==> config.mk <==
export PLATFORM = sky130hd
export DESIGN_NAME = smcf_top
export DESIGN_NICKNAME = d
export VERILOG_FILES = /design/src/smcf_pkg.sv /design/src/smcf_top.sv /design/src/smcf_sync.sv /design/src/smcf_shift.sv
export SDC_FILE = /design/constraint.sdc
export NUM_CORES = 1
export LEC_CHECK = 0
export BUFFER_PORTS_ARGS = -buffer_cell sky130_fd_sc_hd__buf_2
export CAP_MARGIN = 40
export CORE_MARGIN = 5
export CORE_UTILIZATION = 52
export CTS_CLUSTER_DIAMETER = 200
export CTS_CLUSTER_SIZE = 20
export DETAILED_ROUTE_END_ITERATION = 10
export PLACE_DENSITY = 0.85
export SETUP_SLACK_MARGIN = 0.15
export SLEW_MARGIN = 20
export SYNTH_ARGS = -nofsm -noshare
export SYNTH_HDL_FRONTEND = slang
export SYNTH_SLANG_ARGS = --single-unit
==> constraint.sdc <==
create_clock -name i_clk_sys -period 1.9 [get_ports i_clk_sys]
set_clock_uncertainty 0.1 [all_clocks]
set_input_delay 0.095 -clock i_clk_sys [delete_from_list [all_inputs] [get_ports i_clk_sys]]
set_output_delay 0.095 -clock i_clk_sys [all_outputs]
set_load 0.01 [all_outputs]
==> src/smcf_pkg.sv <==
/*
 smcf_pkg: shared constants of the spi memory command front end.
 assumes: the system clock runs at 125 mhz.
*/
package smcf_pkg;

    // opcodes
    localparam logic [7:0] SET_WRITE_ENABLE_CMD   = 8'h06;
    localparam logic [7:0] CLEAR_WRITE_ENABLE_CMD = 8'h04;
    localparam logic [7:0] READ_STATUS_CMD        = 8'h05;
    localparam logic [7:0] WRITE_STATUS_CMD       = 8'h01;
    localparam logic [7:0] READ_MEMORY_CMD        = 8'h03;
    localparam logic [7:0] FAST_READ_CMD          = 8'h0b;
    localparam logic [7:0] WRITE_MEMORY_CMD       = 8'h02;
    localparam logic [7:0] SLEEP_CMD              = 8'hb9;
    localparam logic [7:0] READ_IDENTITY_CMD      = 8'h9f;

    // status register layout
    localparam int         STATUS_WEN_BIT  = 1;
    localparam int         STATUS_BP0_BIT  = 2;
    localparam int         STATUS_BP1_BIT  = 3;
    localparam int         STATUS_WPEN_BIT = 7;
    localparam logic [7:0] STATUS_RESET    = 8'h00;

    // synchroniser reset levels {sck, cs_n, si}: the idle levels of the pins
    localparam logic [2:0] PIN_RESET = 3'b010;

    // address width used by the memory
    localparam int         ADDR_BITS = 15;

    // power-up delay before the first select is honoured
    localparam int         POWER_UP_DELAY_US = 250;
    localparam int         CLK_MHZ           = 125;
    localparam int         POWER_UP_CYCLES   = POWER_UP_DELAY_US * CLK_MHZ;

    typedef enum logic [2:0] {
        ST_IDLE   = 3'b000,
        ST_OPCODE = 3'b001,
        ST_ADDR   = 3'b010,
        ST_STIN   = 3'b011,
        ST_STOUT  = 3'b100,
        ST_DONE   = 3'b101,
        ST_IGNORE = 3'b110
    } smcf_state_e;

endpackage : smcf_pkg

==> src/smcf_top.sv <==
/*
 smcf_top: spi slave command front end of a serial byte memory.
 assumes: sck, cs_n and si come from an spi master outside the clock domain;
 the so pin is resolved outside from o_so and o_so_oe.
*/
// Operation
// - while deselected, si is ignored and so is not driven.
// - each command starts at a select fall; one opcode per select.
// - si sampled at sck rise, so changed at sck fall, msb first.
// - opcodes, addresses and data travel most significant bit first.
// - two address bytes; only the low 15 bits are used.
// - the first eight bits after select form the opcode.
// - unknown opcode: no action, ignore si until next select, so idle.
// - sck level at select fall picks mode 0 (low) or mode 3 (high).
// - in mode 3 capture starts at first rise after sck goes low.
// - decode set write enable, write status and write memory opcodes.
// - decode clear write enable, read status and memory read opcodes.
// - decode fast read, sleep and read identity; nine opcodes in all.
// - write enable flag is clear after power-up.
// - status and memory writes only accepted while write enable is set.
// - set write enable sets the flag; the status byte written does not change it.
// - flag clears at select rise after clear, status write or memory write.
// - clear write enable command clears the flag; status bit 1 then shows zero.
// - slave only; acts solely upon master commands under select.
// - write enable flag is bit 1 of the 8-bit status register.
// - so driven only while returning read data.
`timescale 1ns/100ps
module smcf_top #(
    parameter int P_PU_CYCLES = smcf_pkg::POWER_UP_CYCLES
) (
    // clock and reset
    input  wire logic                          i_clk_sys,
    input  wire logic                          i_srst,
    // spi pins
    input  wire logic                          i_sck,
    input  wire logic                          i_cs_n,
    input  wire logic                          i_si,
    output logic                               o_so,
    output logic                               o_so_oe,
    // status
    output logic                               o_ready,
    output logic                               o_mode3,
    output logic                               o_wen,
    output logic [7:0]                         o_status,
    // decoded command
    output logic [7:0]                         o_opcode,
    output logic                               o_opcode_vld,
    output logic                               o_opcode_bad,
    output logic [smcf_pkg::ADDR_BITS-1:0]     o_addr,
    output logic                               o_addr_vld
);
    localparam logic [15:0] PU_LAST = 16'(P_PU_CYCLES - 1);

    logic [2:0]                     sync_q;
    logic                           sck_s;
    logic                           cs_s;
    logic                           si_s;
    logic                           sck_d_ff;
    logic                           cs_d_ff;
    logic [15:0]                    pu_cnt_ff;
    logic                           ready_ff;
    logic                           sel_ff;
    logic                           mode3_ff;
    logic                           armed_ff;
    smcf_pkg::smcf_state_e          st_ff;
    logic [7:0]                     op_ff;
    logic                           op_done_ff;
    logic                           op_vld_ff;
    logic                           op_bad_ff;
    logic                           hi_sel_ff;
    logic [7:0]                     addr_hi_ff;
    logic [smcf_pkg::ADDR_BITS-1:0] addr_ff;
    logic                           addr_vld_ff;
    logic                           wen_ff;
    logic [2:0]                     prot_ff;
    logic [7:0]                     out_sh_ff;
    logic                           so_ff;
    logic                           oe_ff;

    logic [15:0]                    nxt_pu_cnt;
    logic                           nxt_ready;
    logic                           nxt_sel;
    logic                           nxt_mode3;
    logic                           nxt_armed;
    smcf_pkg::smcf_state_e          nxt_st;
    logic [7:0]                     nxt_op;
    logic                           nxt_op_done;
    logic                           nxt_op_vld;
    logic                           nxt_op_bad;
    logic                           nxt_hi_sel;
    logic [7:0]                     nxt_addr_hi;
    logic [smcf_pkg::ADDR_BITS-1:0] nxt_addr;
    logic                           nxt_addr_vld;
    logic                           nxt_wen;
    logic [2:0]                     nxt_prot;
    logic [7:0]                     nxt_out_sh;
    logic                           nxt_so;
    logic                           nxt_oe;

    logic                           sck_rise;
    logic                           sck_fall;
    logic                           cs_rise;
    logic                           cs_fall;
    logic                           sh_clr;
    logic                           sh_take;
    logic                           sh_last;
    logic [2:0]                     sh_cnt;
    logic [7:0]                     sh_byte;
    logic [7:0]                     status_now;
    logic                           clears_wen;

    // pins into the clock domain
    smcf_sync #(.W(3), .RST(smcf_pkg::PIN_RESET)) u_sync (
        .i_clk_sys (i_clk_sys),
        .i_srst    (i_srst),
        .i_d       ({i_sck, i_cs_n, i_si}),
        .o_q       (sync_q)
    );
    assign sck_s = sync_q[2];
    assign cs_s  = sync_q[1];
    assign si_s  = sync_q[0];

    assign sck_rise = sck_s && !sck_d_ff;
    assign sck_fall = !sck_s && sck_d_ff;
    assign cs_rise  = cs_s && !cs_d_ff;
    assign cs_fall  = !cs_s && cs_d_ff;

    assign status_now = {prot_ff[2], 3'h0, prot_ff[1:0], wen_ff, 1'b0};
    assign clears_wen = (op_ff == smcf_pkg::CLEAR_WRITE_ENABLE_CMD) ||
                        (op_ff == smcf_pkg::WRITE_STATUS_CMD) ||
                        (op_ff == smcf_pkg::WRITE_MEMORY_CMD);

    // capture only at armed rising edges in a receiving state
    assign sh_take = sel_ff && !cs_rise && sck_rise && armed_ff &&
                     ((st_ff == smcf_pkg::ST_OPCODE) ||
                      (st_ff == smcf_pkg::ST_ADDR) ||
                      (st_ff == smcf_pkg::ST_STIN));

    smcf_shift u_shift (
        .i_clk_sys (i_clk_sys),
        .i_srst    (i_srst),
        .i_clr     (sh_clr),
        .i_en      (sh_take),
        .i_bit     (si_s),
        .o_cnt     (sh_cnt),
        .o_last    (sh_last),
        .o_byte    (sh_byte)
    );

    always_comb
    begin
        nxt_pu_cnt   = pu_cnt_ff;
        nxt_ready    = ready_ff;
        nxt_sel      = sel_ff;
        nxt_mode3    = mode3_ff;
        nxt_armed    = armed_ff;
        nxt_st       = st_ff;
        nxt_op       = op_ff;
        nxt_op_done  = op_done_ff;
        nxt_op_vld   = 1'b0;
        nxt_op_bad   = 1'b0;
        nxt_hi_sel   = hi_sel_ff;
        nxt_addr_hi  = addr_hi_ff;
        nxt_addr     = addr_ff;
        nxt_addr_vld = 1'b0;
        nxt_wen      = wen_ff;
        nxt_prot     = prot_ff;
        nxt_out_sh   = out_sh_ff;
        nxt_so       = so_ff;
        nxt_oe       = oe_ff;
        sh_clr       = 1'b0;
        if (!ready_ff)
        begin
            nxt_pu_cnt = pu_cnt_ff + 16'h0001;
            nxt_ready  = (pu_cnt_ff == PU_LAST);
        end
        if (cs_rise)
        begin
            if (sel_ff && op_done_ff && clears_wen)
            begin
                nxt_wen = 1'b0;
            end
            nxt_sel = 1'b0;
            nxt_st  = smcf_pkg::ST_IDLE;
            nxt_oe  = 1'b0;
            nxt_so  = 1'b0;
        end
        else if (cs_fall && ready_ff)
        begin
            nxt_sel     = 1'b1;
            nxt_mode3   = sck_s;
            nxt_armed   = !sck_s;
            nxt_st      = smcf_pkg::ST_OPCODE;
            nxt_op_done = 1'b0;
            nxt_hi_sel  = 1'b0;
            sh_clr      = 1'b1;
        end
        else if (sel_ff)
        begin
            if (sck_fall)
            begin
                nxt_armed = 1'b1;
                if (st_ff == smcf_pkg::ST_STOUT)
                begin
                    nxt_so     = out_sh_ff[7];
                    nxt_oe     = 1'b1;
                    nxt_out_sh = {out_sh_ff[6:0], out_sh_ff[7]};
                end
            end
            if (sh_last)
            begin
                case (st_ff)
                    smcf_pkg::ST_OPCODE:
                    begin
                        nxt_op      = sh_byte;
                        nxt_op_vld  = 1'b1;
                        nxt_op_done = 1'b1;
                        nxt_st      = smcf_pkg::ST_DONE;
                        case (sh_byte)
                            smcf_pkg::SET_WRITE_ENABLE_CMD: nxt_wen = 1'b1;
                            smcf_pkg::CLEAR_WRITE_ENABLE_CMD,
                            smcf_pkg::SLEEP_CMD,
                            smcf_pkg::READ_IDENTITY_CMD: nxt_st = smcf_pkg::ST_DONE;
                            smcf_pkg::READ_STATUS_CMD:
                            begin
                                nxt_st     = smcf_pkg::ST_STOUT;
                                nxt_out_sh = status_now;
                            end
                            smcf_pkg::WRITE_STATUS_CMD:
                                nxt_st = wen_ff ? smcf_pkg::ST_STIN : smcf_pkg::ST_DONE;
                            smcf_pkg::WRITE_MEMORY_CMD:
                                nxt_st = wen_ff ? smcf_pkg::ST_ADDR : smcf_pkg::ST_DONE;
                            smcf_pkg::READ_MEMORY_CMD,
                            smcf_pkg::FAST_READ_CMD: nxt_st = smcf_pkg::ST_ADDR;
                            default:
                            begin
                                nxt_op_vld  = 1'b0;
                                nxt_op_done = 1'b0;
                                nxt_op_bad  = 1'b1;
                                nxt_st      = smcf_pkg::ST_IGNORE;
                            end
                        endcase
                    end
                    smcf_pkg::ST_ADDR:
                    begin
                        if (!hi_sel_ff)
                        begin
                            nxt_addr_hi = sh_byte;
                            nxt_hi_sel  = 1'b1;
                        end
                        else
                        begin
                            nxt_addr     = {addr_hi_ff[6:0], sh_byte};
                            nxt_addr_vld = 1'b1;
                            nxt_st       = smcf_pkg::ST_DONE;
                        end
                    end
                    smcf_pkg::ST_STIN:
                    begin
                        nxt_prot = {sh_byte[smcf_pkg::STATUS_WPEN_BIT],
                                    sh_byte[smcf_pkg::STATUS_BP1_BIT],
                                    sh_byte[smcf_pkg::STATUS_BP0_BIT]};
                        nxt_st   = smcf_pkg::ST_DONE;
                    end
                    default: nxt_st = st_ff;
                endcase
            end
        end
    end

    always_ff @(posedge i_clk_sys)
    begin
        if (i_srst)
        begin
            sck_d_ff    <= 1'b0;
            cs_d_ff     <= 1'b1;
            pu_cnt_ff   <= 16'h0000;
            ready_ff    <= 1'b0;
            sel_ff      <= 1'b0;
            mode3_ff    <= 1'b0;
            armed_ff    <= 1'b0;
            st_ff       <= smcf_pkg::ST_IDLE;
            op_ff       <= 8'h00;
            op_done_ff  <= 1'b0;
            op_vld_ff   <= 1'b0;
            op_bad_ff   <= 1'b0;
            hi_sel_ff   <= 1'b0;
            addr_hi_ff  <= 8'h00;
            addr_ff     <= 15'h0000;
            addr_vld_ff <= 1'b0;
            wen_ff      <= smcf_pkg::STATUS_RESET[smcf_pkg::STATUS_WEN_BIT];
            prot_ff     <= 3'h0;
            out_sh_ff   <= 8'h00;
            so_ff       <= 1'b0;
            oe_ff       <= 1'b0;
        end
        else
        begin
            sck_d_ff    <= sck_s;
            cs_d_ff     <= cs_s;
            pu_cnt_ff   <= nxt_pu_cnt;
            ready_ff    <= nxt_ready;
            sel_ff      <= nxt_sel;
            mode3_ff    <= nxt_mode3;
            armed_ff    <= nxt_armed;
            st_ff       <= nxt_st;
            op_ff       <= nxt_op;
            op_done_ff  <= nxt_op_done;
            op_vld_ff   <= nxt_op_vld;
            op_bad_ff   <= nxt_op_bad;
            hi_sel_ff   <= nxt_hi_sel;
            addr_hi_ff  <= nxt_addr_hi;
            addr_ff     <= nxt_addr;
            addr_vld_ff <= nxt_addr_vld;
            wen_ff      <= nxt_wen;
            prot_ff     <= nxt_prot;
            out_sh_ff   <= nxt_out_sh;
            so_ff       <= nxt_so;
            oe_ff       <= nxt_oe;
        end
    end

    assign o_so         = so_ff;
    assign o_so_oe      = oe_ff;
    assign o_ready      = ready_ff;
    assign o_mode3      = mode3_ff;
    assign o_wen        = wen_ff;
    assign o_status     = status_now;
    assign o_opcode     = op_ff;
    assign o_opcode_vld = op_vld_ff;
    assign o_opcode_bad = op_bad_ff;
    assign o_addr       = addr_ff;
    assign o_addr_vld   = addr_vld_ff;
endmodule : smcf_top

==> src/smcf_sync.sv <==
/*
 smcf_sync: two flip-flop synchroniser, one lane per bit.
 assumes: inputs are asynchronous to i_clk_sys.
*/
`timescale 1ns/100ps
module smcf_sync #(
    parameter int           W   = 3,
    parameter logic [W-1:0] RST = '0
) (
    // clock and reset
    input  wire logic         i_clk_sys,
    input  wire logic         i_srst,
    // data
    input  wire logic [W-1:0] i_d,
    output logic      [W-1:0] o_q
);
    logic [W-1:0] meta_ff;
    logic [W-1:0] sync_ff;

    genvar g;
    generate
        for (g = 0; g < W; g++)
        begin : g_lane
            always_ff @(posedge i_clk_sys)
            begin
                if (i_srst)
                begin
                    meta_ff[g] <= RST[g];
                    sync_ff[g] <= RST[g];
                end
                else
                begin
                    meta_ff[g] <= i_d[g];
                    sync_ff[g] <= meta_ff[g];
                end
            end
        end
    endgenerate

    assign o_q = sync_ff;

endmodule : smcf_sync

==> src/smcf_shift.sv <==
/*
 smcf_shift: msb-first byte deserialiser with bit counter.
 assumes: i_en is high for one cycle per captured bit.
*/
`timescale 1ns/100ps
module smcf_shift (
    // clock and reset
    input  wire logic       i_clk_sys,
    input  wire logic       i_srst,
    // control
    input  wire logic       i_clr,
    input  wire logic       i_en,
    input  wire logic       i_bit,
    // result
    output logic      [2:0] o_cnt,
    output logic            o_last,
    output logic      [7:0] o_byte
);
    logic [6:0] data_ff;
    logic [2:0] cnt_ff;
    logic [6:0] nxt_data;
    logic [2:0] nxt_cnt;

    always_comb
    begin
        nxt_data = data_ff;
        nxt_cnt  = cnt_ff;
        if (i_clr)
        begin
            nxt_cnt = 3'h0;
        end
        else if (i_en)
        begin
            nxt_data = {data_ff[5:0], i_bit};
            nxt_cnt  = cnt_ff + 3'h1;
        end
    end

    always_ff @(posedge i_clk_sys)
    begin
        if (i_srst)
        begin
            data_ff <= 7'h00;
            cnt_ff  <= 3'h0;
        end
        else
        begin
            data_ff <= nxt_data;
            cnt_ff  <= nxt_cnt;
        end
    end

    assign o_cnt  = cnt_ff;
    assign o_last = i_en && !i_clr && (cnt_ff == 3'h7);
    assign o_byte = {data_ff, i_bit};

endmodule : smcf_shift

# Word level (Yosys, flattened, before mapping)
# Index checks and enable logic that the tools add are counted.
dict set report op_classes {
  n_eq_ne 22
  reduce_logical 56
  n_mux 37
  n_addsub 2
  bitwise_logic 8
}
# cell n
set ops {}
lappend ops {{2-to-1 mux 8 bit} 5}
lappend ops {{== test 8 x 3 -> 1 bit, second input constant} 4}
lappend ops {{2-to-1 mux 1 bit} 27}
lappend ops {{== test 8 x 2 -> 1 bit, second input constant} 3}
lappend ops {{AND reduction 4 bit} 5}
lappend ops {{AND reduction 6 bit} 3}
lappend ops {{nonzero test 2 bit} 9}
lappend ops {{adder 16 x 1 -> 16 bit, second input constant} 1}
lappend ops {{== test 16 x 15 -> 1 bit, second input constant} 1}
lappend ops {{== test 8 x 1 -> 1 bit, second input constant} 2}
lappend ops {{== test 8 bit, second input constant} 2}
lappend ops {{case mux 3 bit (5 select lines)} 1}
lappend ops {{logical AND 1 bit} 13}
lappend ops {{OR reduction 6 bit} 2}
lappend ops {{AND reduction 5 bit} 2}
lappend ops {{2-to-1 mux 3 bit} 3}
lappend ops {{case mux 3 bit (3 select lines)} 1}
lappend ops {{OR reduction 9 bit} 1}
lappend ops {{== test 8 x 4 -> 1 bit, second input constant} 1}
lappend ops {{NOT 1 bit} 8}
lappend ops {{== test 3 x 2 -> 1 bit, second input constant} 2}
lappend ops {{== test 3 bit, second input constant} 2}
lappend ops {{logical NOT 1 bit} 6}
lappend ops {{AND reduction 3 bit} 2}
lappend ops {{12 further kinds} 19}
dict set report word_totals {
  out_inout_bits 39
  regBits 90
  inputBits 5
  elab_cells 155
}

# Depth between registers and ports, before layout
# Gate-level depths: netlist of run 1.
dict set report depth {
  word_depth 13
  ltp_mapped 9
  depth_no_buf 7
}

# Hierarchy
# Synthesis of run 1 repeated with hierarchy kept, for this count alone.
dict set report unflattened {
  hier_cells 433
  hier_area_um2 4175.3
}
# mod cells_per_inst n_inst seq_area_each_um2 area_each_um2
set modules_own_cells {}
lappend modules_own_cells {smcf_top 383 1 1481.4 3590.9}
lappend modules_own_cells {smcf_shift 38 1 200.2 426.7}
lappend modules_own_cells {smcf_sync 12 1 120.1 157.7}

# Worst setup path after synthesis of run 1
# OpenSTA, ideal clock, no wires.
dict set report synth_timing {
  path_kind {reg-to-reg}
  startpoint {register u_shift.cnt_ff[0] (netlist: u_shift.o_cnt[0])}
  endpoint {register addr_ff (netlist bit o_addr[6])}
  setup_ns 0.070
  path_buffers 2
  required_time_ns 1.730
  period_less_slack_ns 1.776
  t_arrival_ns 1.605
  path_stages_with_launch 10
  slack_ns 0.124
  cell_sequence {dfxtp_1 > ha_1 > ha_1 > nand2b_1 > nor3_2 > and3_1 > buf_4 > buf_4 > nand2_1 > a21oi_1}
}
dict set report synth_via {
  elab_chain_len 3
}
# item line_no
set synth_lines {}
lappend synth_lines {{start: declaration} smcf_shift.sv:20} ;# logic [2:0] cnt_ff;
lappend synth_lines {{start signal: assignment} smcf_shift.sv:49} ;# cnt_ff <= nxt_cnt;
lappend synth_lines {{== test 3 bit} smcf_shift.sv:54} ;# assign o_last = i_en && !i_clr && (cnt_ff == 3'h7);
lappend synth_lines {{logical AND 1 bit} smcf_shift.sv:54}
lappend synth_lines {{AND reduction 6 bit (no source line)} --}
lappend synth_lines {{end signal: assignment} smcf_top.sv:313} ;# addr_ff <= nxt_addr;
lappend synth_lines {{end: declaration} smcf_top.sv:72} ;# logic [smcf_pkg::ADDR_BITS-1:0] addr_ff;
# Every way passes these cells.
# A chain may end at the register's enable or synchronous reset.

# Worst setup path in the final report of run 1
dict set report layout_timing {
  startpoint {register u_shift.cnt_ff[0] (netlist: u_shift.o_cnt[0])}
  endpoint {register addr_ff (netlist bit o_addr[12])}
}
# Same word-level chain as after synthesis.

==> implementation parameters, run 1 <==
Parameter                              Value

Run status
  Result of the run ... completed

Worst setup path
  Worst path buffer plus inverter count ... 1
  Crit Path Class ... reg -> reg
  Data arrival time at the worst-slack endpoint ... 1.95 ns
  Critical path fanouts, max ... 7
  Crit path launch type ... register
  Maximum cell stage delay along the critical path ... 0.36 ns
  Required @ worst endpoint ... 2.09 ns
  Cell Chain, Critical Path ... ha_4 -> ha_4 -> nand2b_4 -> nor3_4 -> and3_4 -> clkbuf_16 -> nand2_1 -> a21oi_1
  Kind of cell adding the most delay to the critical path ... simple AND/OR/NAND/NOR gates
  CP most frequent cell ... ha_4
  Type of element capturing the critical path ... register
  Slowest stage cell on the critical path ... dfxtp_2

Timing
  Hold violation count in the final report ... 0
  Clock period minus final worst setup slack ... 1.76 ns
  Number of failing setup endpoints in the final timing report ... 0
  Total Negative Setup Slacks ... 0 ns
  Final critical-path share of the clock period ... 92.8%
  Highest Clock Rate ... 567 MHz
  Tightest hold margin ... 0.0170 ns
  Setup repair after global routing missed its margin ... true
  Final Slew Violations ... 0
  Setup slack of the critical path after layout ... 0.137 ns

Drt
  Detailed-router iteration count before antenna repair ... 5
  Detailed router's first-iteration violation count ... 287
  Total length of routed wires ... 9110 um
  Post-detailed-route DRC marker count ... 0
  Vias per cell ... 5.57
  Vias post-DR ... 3324
  DRT antenna net count ... 0
  Routed wire length per instance ... 15.3 um

Pwr
  Pwr/cell area ... 713 nW/um2
  Worst vdd rail ir drop ... 0.574 mV
  Total leakage power ... 1.98 nW
  Power, Total ... 3.40 mW

Placed design
  HPWL Detailed ... 5870 um
  Final Wtd Congestion ... 0.902
  Pre-CTS setup slack ... 0.0323 ns
  Input/output buffers ... 39

Die
  Die outline area ... 9240 um2
  Number of top-level pins ... 44
  Die X ... 96.1 um
  Core region area ... 7250 um2
  Initial cell density of the core ... 53.2%
  DIE HEIGHT ... 96.1 um
  Std cell rows ... 31

Synth
  Top-count cell post-synth ... dfxtp_1
  Simple-gate share of the synthesized area ... 26.8%
  Share of synthesized area spent on multiplexers ... 6.49%
  Proportion of register bits with asynchronous set or reset after synthesis ... 0%
  Number of cells produced by synthesis ... 430
  Most numerous cell types in the synthesized netlist ... dfxtp_1, nand2_1, nor2_1
  Syn Std Cell Area ... 3860 um2
  Share of the synthesized area in the top cell type ... 46.7%
  Post-synth top area cell ... dfxtp_1
  Post-synthesis sequential area ratio ... 46.7%
  Post-Syn Area per Cell ... 8.97 um2
  XOR/XNOR Fraction of Synth Area ... 3.41%
  Number of different library cells in the post-synthesis netlist ... 51
  Post-synthesis compound-gate area fraction ... 10.1%
  Register bit count reported by yosys ... 90
  Main combinational cell family by area after synthesis ... simple AND/OR/NAND/NOR gates
  Count of flip-flops with a built-in enable after synthesis ... 0
  Synthesized-area fraction occupied by adder cells ... 1.30%
  Cell types with the largest area share after synthesis ... dfxtp_1, mux2i_1, nand2_1, nor2_1, a21oi_1
  Count of warnings emitted by yosys ... 0
  Commonest register cell after synthesis ... dfxtp_1

Clock network
  Clock-pin slew of the registers on the worst-case setup and hold paths ... 0.09 ns
  Level count of the clock H-tree ... 3
  Clock latency on the worst-skew pair ... 0.36 ns
  Clock tree from TritonCTS ... done
  Maximum buffer depth of the clock tree ... 2
  Number of sinks handled by clock tree synthesis ... 90
  Clock buffer count from CTS ... 9
  Root buffer cell ... clkbuf_8

Layout
  Nets ... 503
  Storage element area ... 1820 um2
  Fraction of layout instances using a drive strength above 1 ... 29.1%
  Area taken by multi-input logic gates ... 2010 um2
  Synth-to-Final Area Change ... 23.6%
  Ant. Diodes ... 0
  Fill cell instance count of the final layout ... 550

Global routing
  Vias in the first global route ... 3084
  Antenna violations before repair ... 0
  Largest net degree at the start of global routing ... 33
  Wire length of the first global-routing pass ... 14800 um
  Total congestion overflow after global routing ... 0
  Total GRT Usage ... 20.6%

Min path
  Worst hold path type ... in -> reg

Flow run
  Max capacitance violation total ... 0
==> state kept, by name, summed over array words and instances, names as in the netlist, 3 cells and up <==
signal,cells
out_sh_ff,8
o_opcode,8
u_sync.o_q,3
addr_hi_ff,7
u_shift.data_ff,7
o_addr,15
pu_cnt_ff,16
u_sync.meta_ff,3
prot_ff,3
st_ff,3
u_shift.o_cnt,3
==> final timing paths <==
path,from,to,slack (ns),cells past startpoint
setup / recovery,u_shift.o_cnt[0],o_addr[12],0.14,8
hold / removal,i_srst,pu_cnt_ff[9],0.02,2
setup reg to reg,u_shift.o_cnt[0],o_addr[12],0.14,8
hold reg to reg,u_sync.meta_ff[1],u_sync.o_q[1],0.34,1
==> layout by cell type (no fill, tap or decap), types with 3 or more instances in the layout <==
| cell | netlist | layout |
|---|---|---|
| nand2b_1 | 6 | 4 |
| inv_1 | 9 | 9 |
| or2_2 | 3 | 3 |
| dfxtp_2 | 0 | 10 |
| and3_1 | 4 | 3 |
| nor3_1 | 6 | 6 |
| or3_1 | 3 | 3 |
| buf_12 | 0 | 3 |
| and3b_2 | 0 | 3 |
| conb_1 | 1 | 4 |
| a21oi_1 | 38 | 32 |
| nand2_1 | 60 | 53 |
| dfxtp_1 | 90 | 78 |
| nand2_2 | 0 | 6 |
| a22o_1 | 4 | 4 |
| a21o_1 | 4 | 4 |
| buf_4 | 9 | 32 |
| o21ai_0 | 8 | 8 |
| nor2b_1 | 9 | 9 |
| mux2i_1 | 25 | 25 |
| and4b_1 | 4 | 3 |
| xor2_1 | 10 | 10 |
| nor2_1 | 55 | 54 |
| clkbuf_8 | 0 | 9 |
| nand3_1 | 10 | 9 |
| a21oi_2 | 0 | 6 |
| xnor2_1 | 5 | 5 |
| nor4_4 | 3 | 5 |
| buf_2 | 5 | 39 |
| nand4_1 | 7 | 7 |
| dlygate4sd3_1 | 0 | 3 |
==> cell type report <==
type / count / share of cell area (%)
clock buffers: 10 / 2.68
inverters: 9 / 0.709
flip-flops and latches: 90 / 38.2
multi-input cells: 304 / 42.1
well taps: 99 / 2.60
repair buffers: 80 / 12.0
clock inverters: 5 / 1.68
==> per-layer routing <==
| layer | vias up | global-route usage [%] | share of wire [%] |
|---|---|---|---|
| met5 | - | 0 | 0 |
| met4 | 0 | 9.95 | 2.2 |
| met3 | 21 | 3.83 | 6.1 |
| met2 | 116 | 32.6 | 48 |
| met1 | 1594 | 27.1 | 43 |
| li1 | 1593 | - | - |
==> where the power goes <==
| group | leakage, nW | internal [mW] | switching (mW) |
|---|---|---|---|
| logic | 1.15 | 0.0362 | 0.0638 |
| clock network | 0.0984 | 0.732 | 0.661 |
| registers | 0.732 | 1.90 | 0.0108 |
==> stage by stage <==
stage | cells | area [um2] | utilization, %
floorplan | 433 | 3880 | -
global placement | 563 | 4230 | 58.3
detailed placement | 563 | 4230 | 58.3
CTS | 589 | 4600 | 63.4
global route | 597 | 4770 | 65.7
finish | 597 | 4770 | 65.7
==> logic make-up (layout without fill, tap and decap cells) <==
| family | Yosys count | count (layout) |
|---|---|---|
| and+or+nand+nor | 191 | 191 |
| DFF | 90 | 90 |
| AOI/OAI and AO/OA | 65 | 65 |
| buffers and inverters | 39 | 104 |
| muxes | 25 | 25 |
| xor gates and xnor gates | 15 | 15 |
| adders and majority gates | 4 | 4 |
| other | 1 | 4 |
==> what timing repair did <==
item,in CTS,in global routing
setup endpoints to repair,47,50
gates cloned,0,1
hold endpoints to repair,3,0
resized for setup,17,28
hold buffers,3,0
pin swaps,13,32
buffers inserted,8,7
No activity file was read; power rests on OpenSTA's default activity.
==> run 2: changes to the inputs <==
- PLACE_DENSITY: 0.85 -> 0.82
- SLEW_MARGIN: 20 -> 0
==> implementation parameters, run 2 (synthesis results as in run 1) <==
Parameter                              Value

Global routing
  Wire length of the first global-routing pass ... 13400 um
  Total congestion overflow after global routing ... 0
  Vias in the first global route ... 2857
  Largest net degree at the start of global routing ... 48
  Antenna violations before repair ... 0
  Total GRT Usage ... 18.5%

Timing
  Tightest hold margin ... 0.118 ns
  Final critical-path share of the clock period ... 95.7%
  Final Slew Violations ... 0
  Total Negative Setup Slacks ... 0 ns
  Setup repair after global routing missed its margin ... true
  Worst Tran Pin Value ... 0.567 ns
  Hold violation count in the final report ... 0
  Relative max-transition margin ... 62.2%
  Highest Clock Rate ... 550 MHz
  Setup slack of the critical path after layout ... 0.0821 ns
  Number of failing setup endpoints in the final timing report ... 0
  Clock period minus final worst setup slack ... 1.82 ns

Drt
  Detailed router's first-iteration violation count ... 166
  Detailed-router iteration count before antenna repair ... 4
  Vias per cell ... 5.37
  DRT antenna net count ... 0
  Post-route met1 wirelength ... 4070 um
  Met2 Wirelength ... 4280 um
  Routed wire length per instance ... 14.8 um
  Vias post-DR ... 3216
  DR WL met3 ... 408 um
  Highest routed layer ... met4
  Post-detailed-route DRC marker count ... 0
  Total length of routed wires ... 8870 um

Worst setup path
  Crit Path Class ... reg -> reg
  Data arrival time at the worst-slack endpoint ... 2.02 ns
  Required @ worst endpoint ... 2.10 ns
  Crit path launch type ... register
  Number of cells on the worst reg-to-reg path ... 6
  Critical path fanouts, max ... 4
  Type of element capturing the critical path ... register

Layout
  Nets ... 504
  Synth-to-Final Area Change ... 26.4%
  Final instance area ... 4870 um2
  Top register by number of flip-flops ... pu_cnt_ff
  Number of flip-flops in the largest register ... 16
  Fraction of layout instances using a drive strength above 1 ... 32.4%
  Post-route non-filler standard cell count ... 599
  Fill cell instance count of the final layout ... 548
  Most frequent standard cell in the layout excluding fill and tap cells ... dfxtp_1
  Storage element area ... 1820 um2
  Area taken by multi-input logic gates ... 2140 um2
  Most frequent cells in the layout ... dfxtp_1, nor2_1, nand2_1
  Ant. Diodes ... 0
  Utilization after layout ... 67.2%

Die
  Number of top-level pins ... 44
  DIE HEIGHT ... 96.1 um
  Initial cell density of the core ... 53.2%
  Std cell rows ... 31
  Die X ... 96.1 um
  Die outline area ... 9240 um2
  Core region area ... 7250 um2

Pwr
  Power, Total ... 3.28 mW
  Worst vdd rail ir drop ... 0.566 mV
  Total leakage power ... 2.15 nW
  Pwr/cell area ... 673 nW/um2

Min path
  Worst Hold Path Cells ... 4
  Worst hold path type ... in -> reg

Placed design
  HPWL Detailed ... 5880 um
  Placed standard-cell area ... 4240 um2
  Pre-CTS setup slack ... 0.00669 ns
  Number of placed instances with taps included ... 564
  Final Wtd Congestion ... 0.903
  Input/output buffers ... 39

Clock network
  Root buffer cell ... clkbuf_8
  Clock-pin slew of the registers on the worst-case setup and hold paths ... 0.09 ns
  Number of sinks handled by clock tree synthesis ... 90
  Clock latency on the worst-skew pair ... 0.35 ns
  Maximum buffer depth of the clock tree ... 2
  Clock tree from TritonCTS ... done
  Level count of the clock H-tree ... 3
  Clock buffer count from CTS ... 9

Run status
  Result of the run ... completed

Flow run
  Max capacitance violation total ... 0
-- run 2: power by group --
part           total (mW)  internal (mW)  switching (mW)
clock network        1.27          0.610           0.658
registers            1.91           1.90          0.0100
logic               0.104         0.0389          0.0648
total                3.28           2.55           0.733
-- run 2: critical path, stage by stage (launching register included) --
cell      delay [ns]
dfxtp_2         0.36
nor4_4          0.31
nand4b_1        0.21
buf_4           0.20
nor4_4          0.29
a22o_1          0.21
a21o_1          0.08
-- run 2: path summary, 6_finish.rpt --
path	slack, ns	end	start
max reg2reg	0.08	out_sh_ff[7]	u_shift.data_ff[6]
min	0.12	o_wen	i_srst
max	0.08	out_sh_ff[7]	u_shift.data_ff[6]
min reg2reg	0.32	u_sync.o_q[1]	u_sync.meta_ff[1]
-- run 2: timing repair --
action | in CTS | in global routing
endpoints found under the setup margin | 46 | 51
hold endpoints to repair | 3 | 0
gates cloned | 0 | 1
setup buffers | 6 | 9
resized for setup | 15 | 60
hold buffers | 3 | 0
pin swaps | 13 | 38
-- run 2: layout make-up --
type,instances,area share [%]
clock inverter,4,1.08
inverter,9,0.693
clock buffer,12,2.77
timing repair buffer,81,11.8
multi-input combinational,304,43.8
tap,99,2.54
sequential,90,37.3
-- run 2: per-layer routing --
layer	up-vias	GRT usage, %
li1	1591	-
met1	1543	25.3
met2	73	29.0
met3	9	4.14
met4	0	5.81
met5	-	0
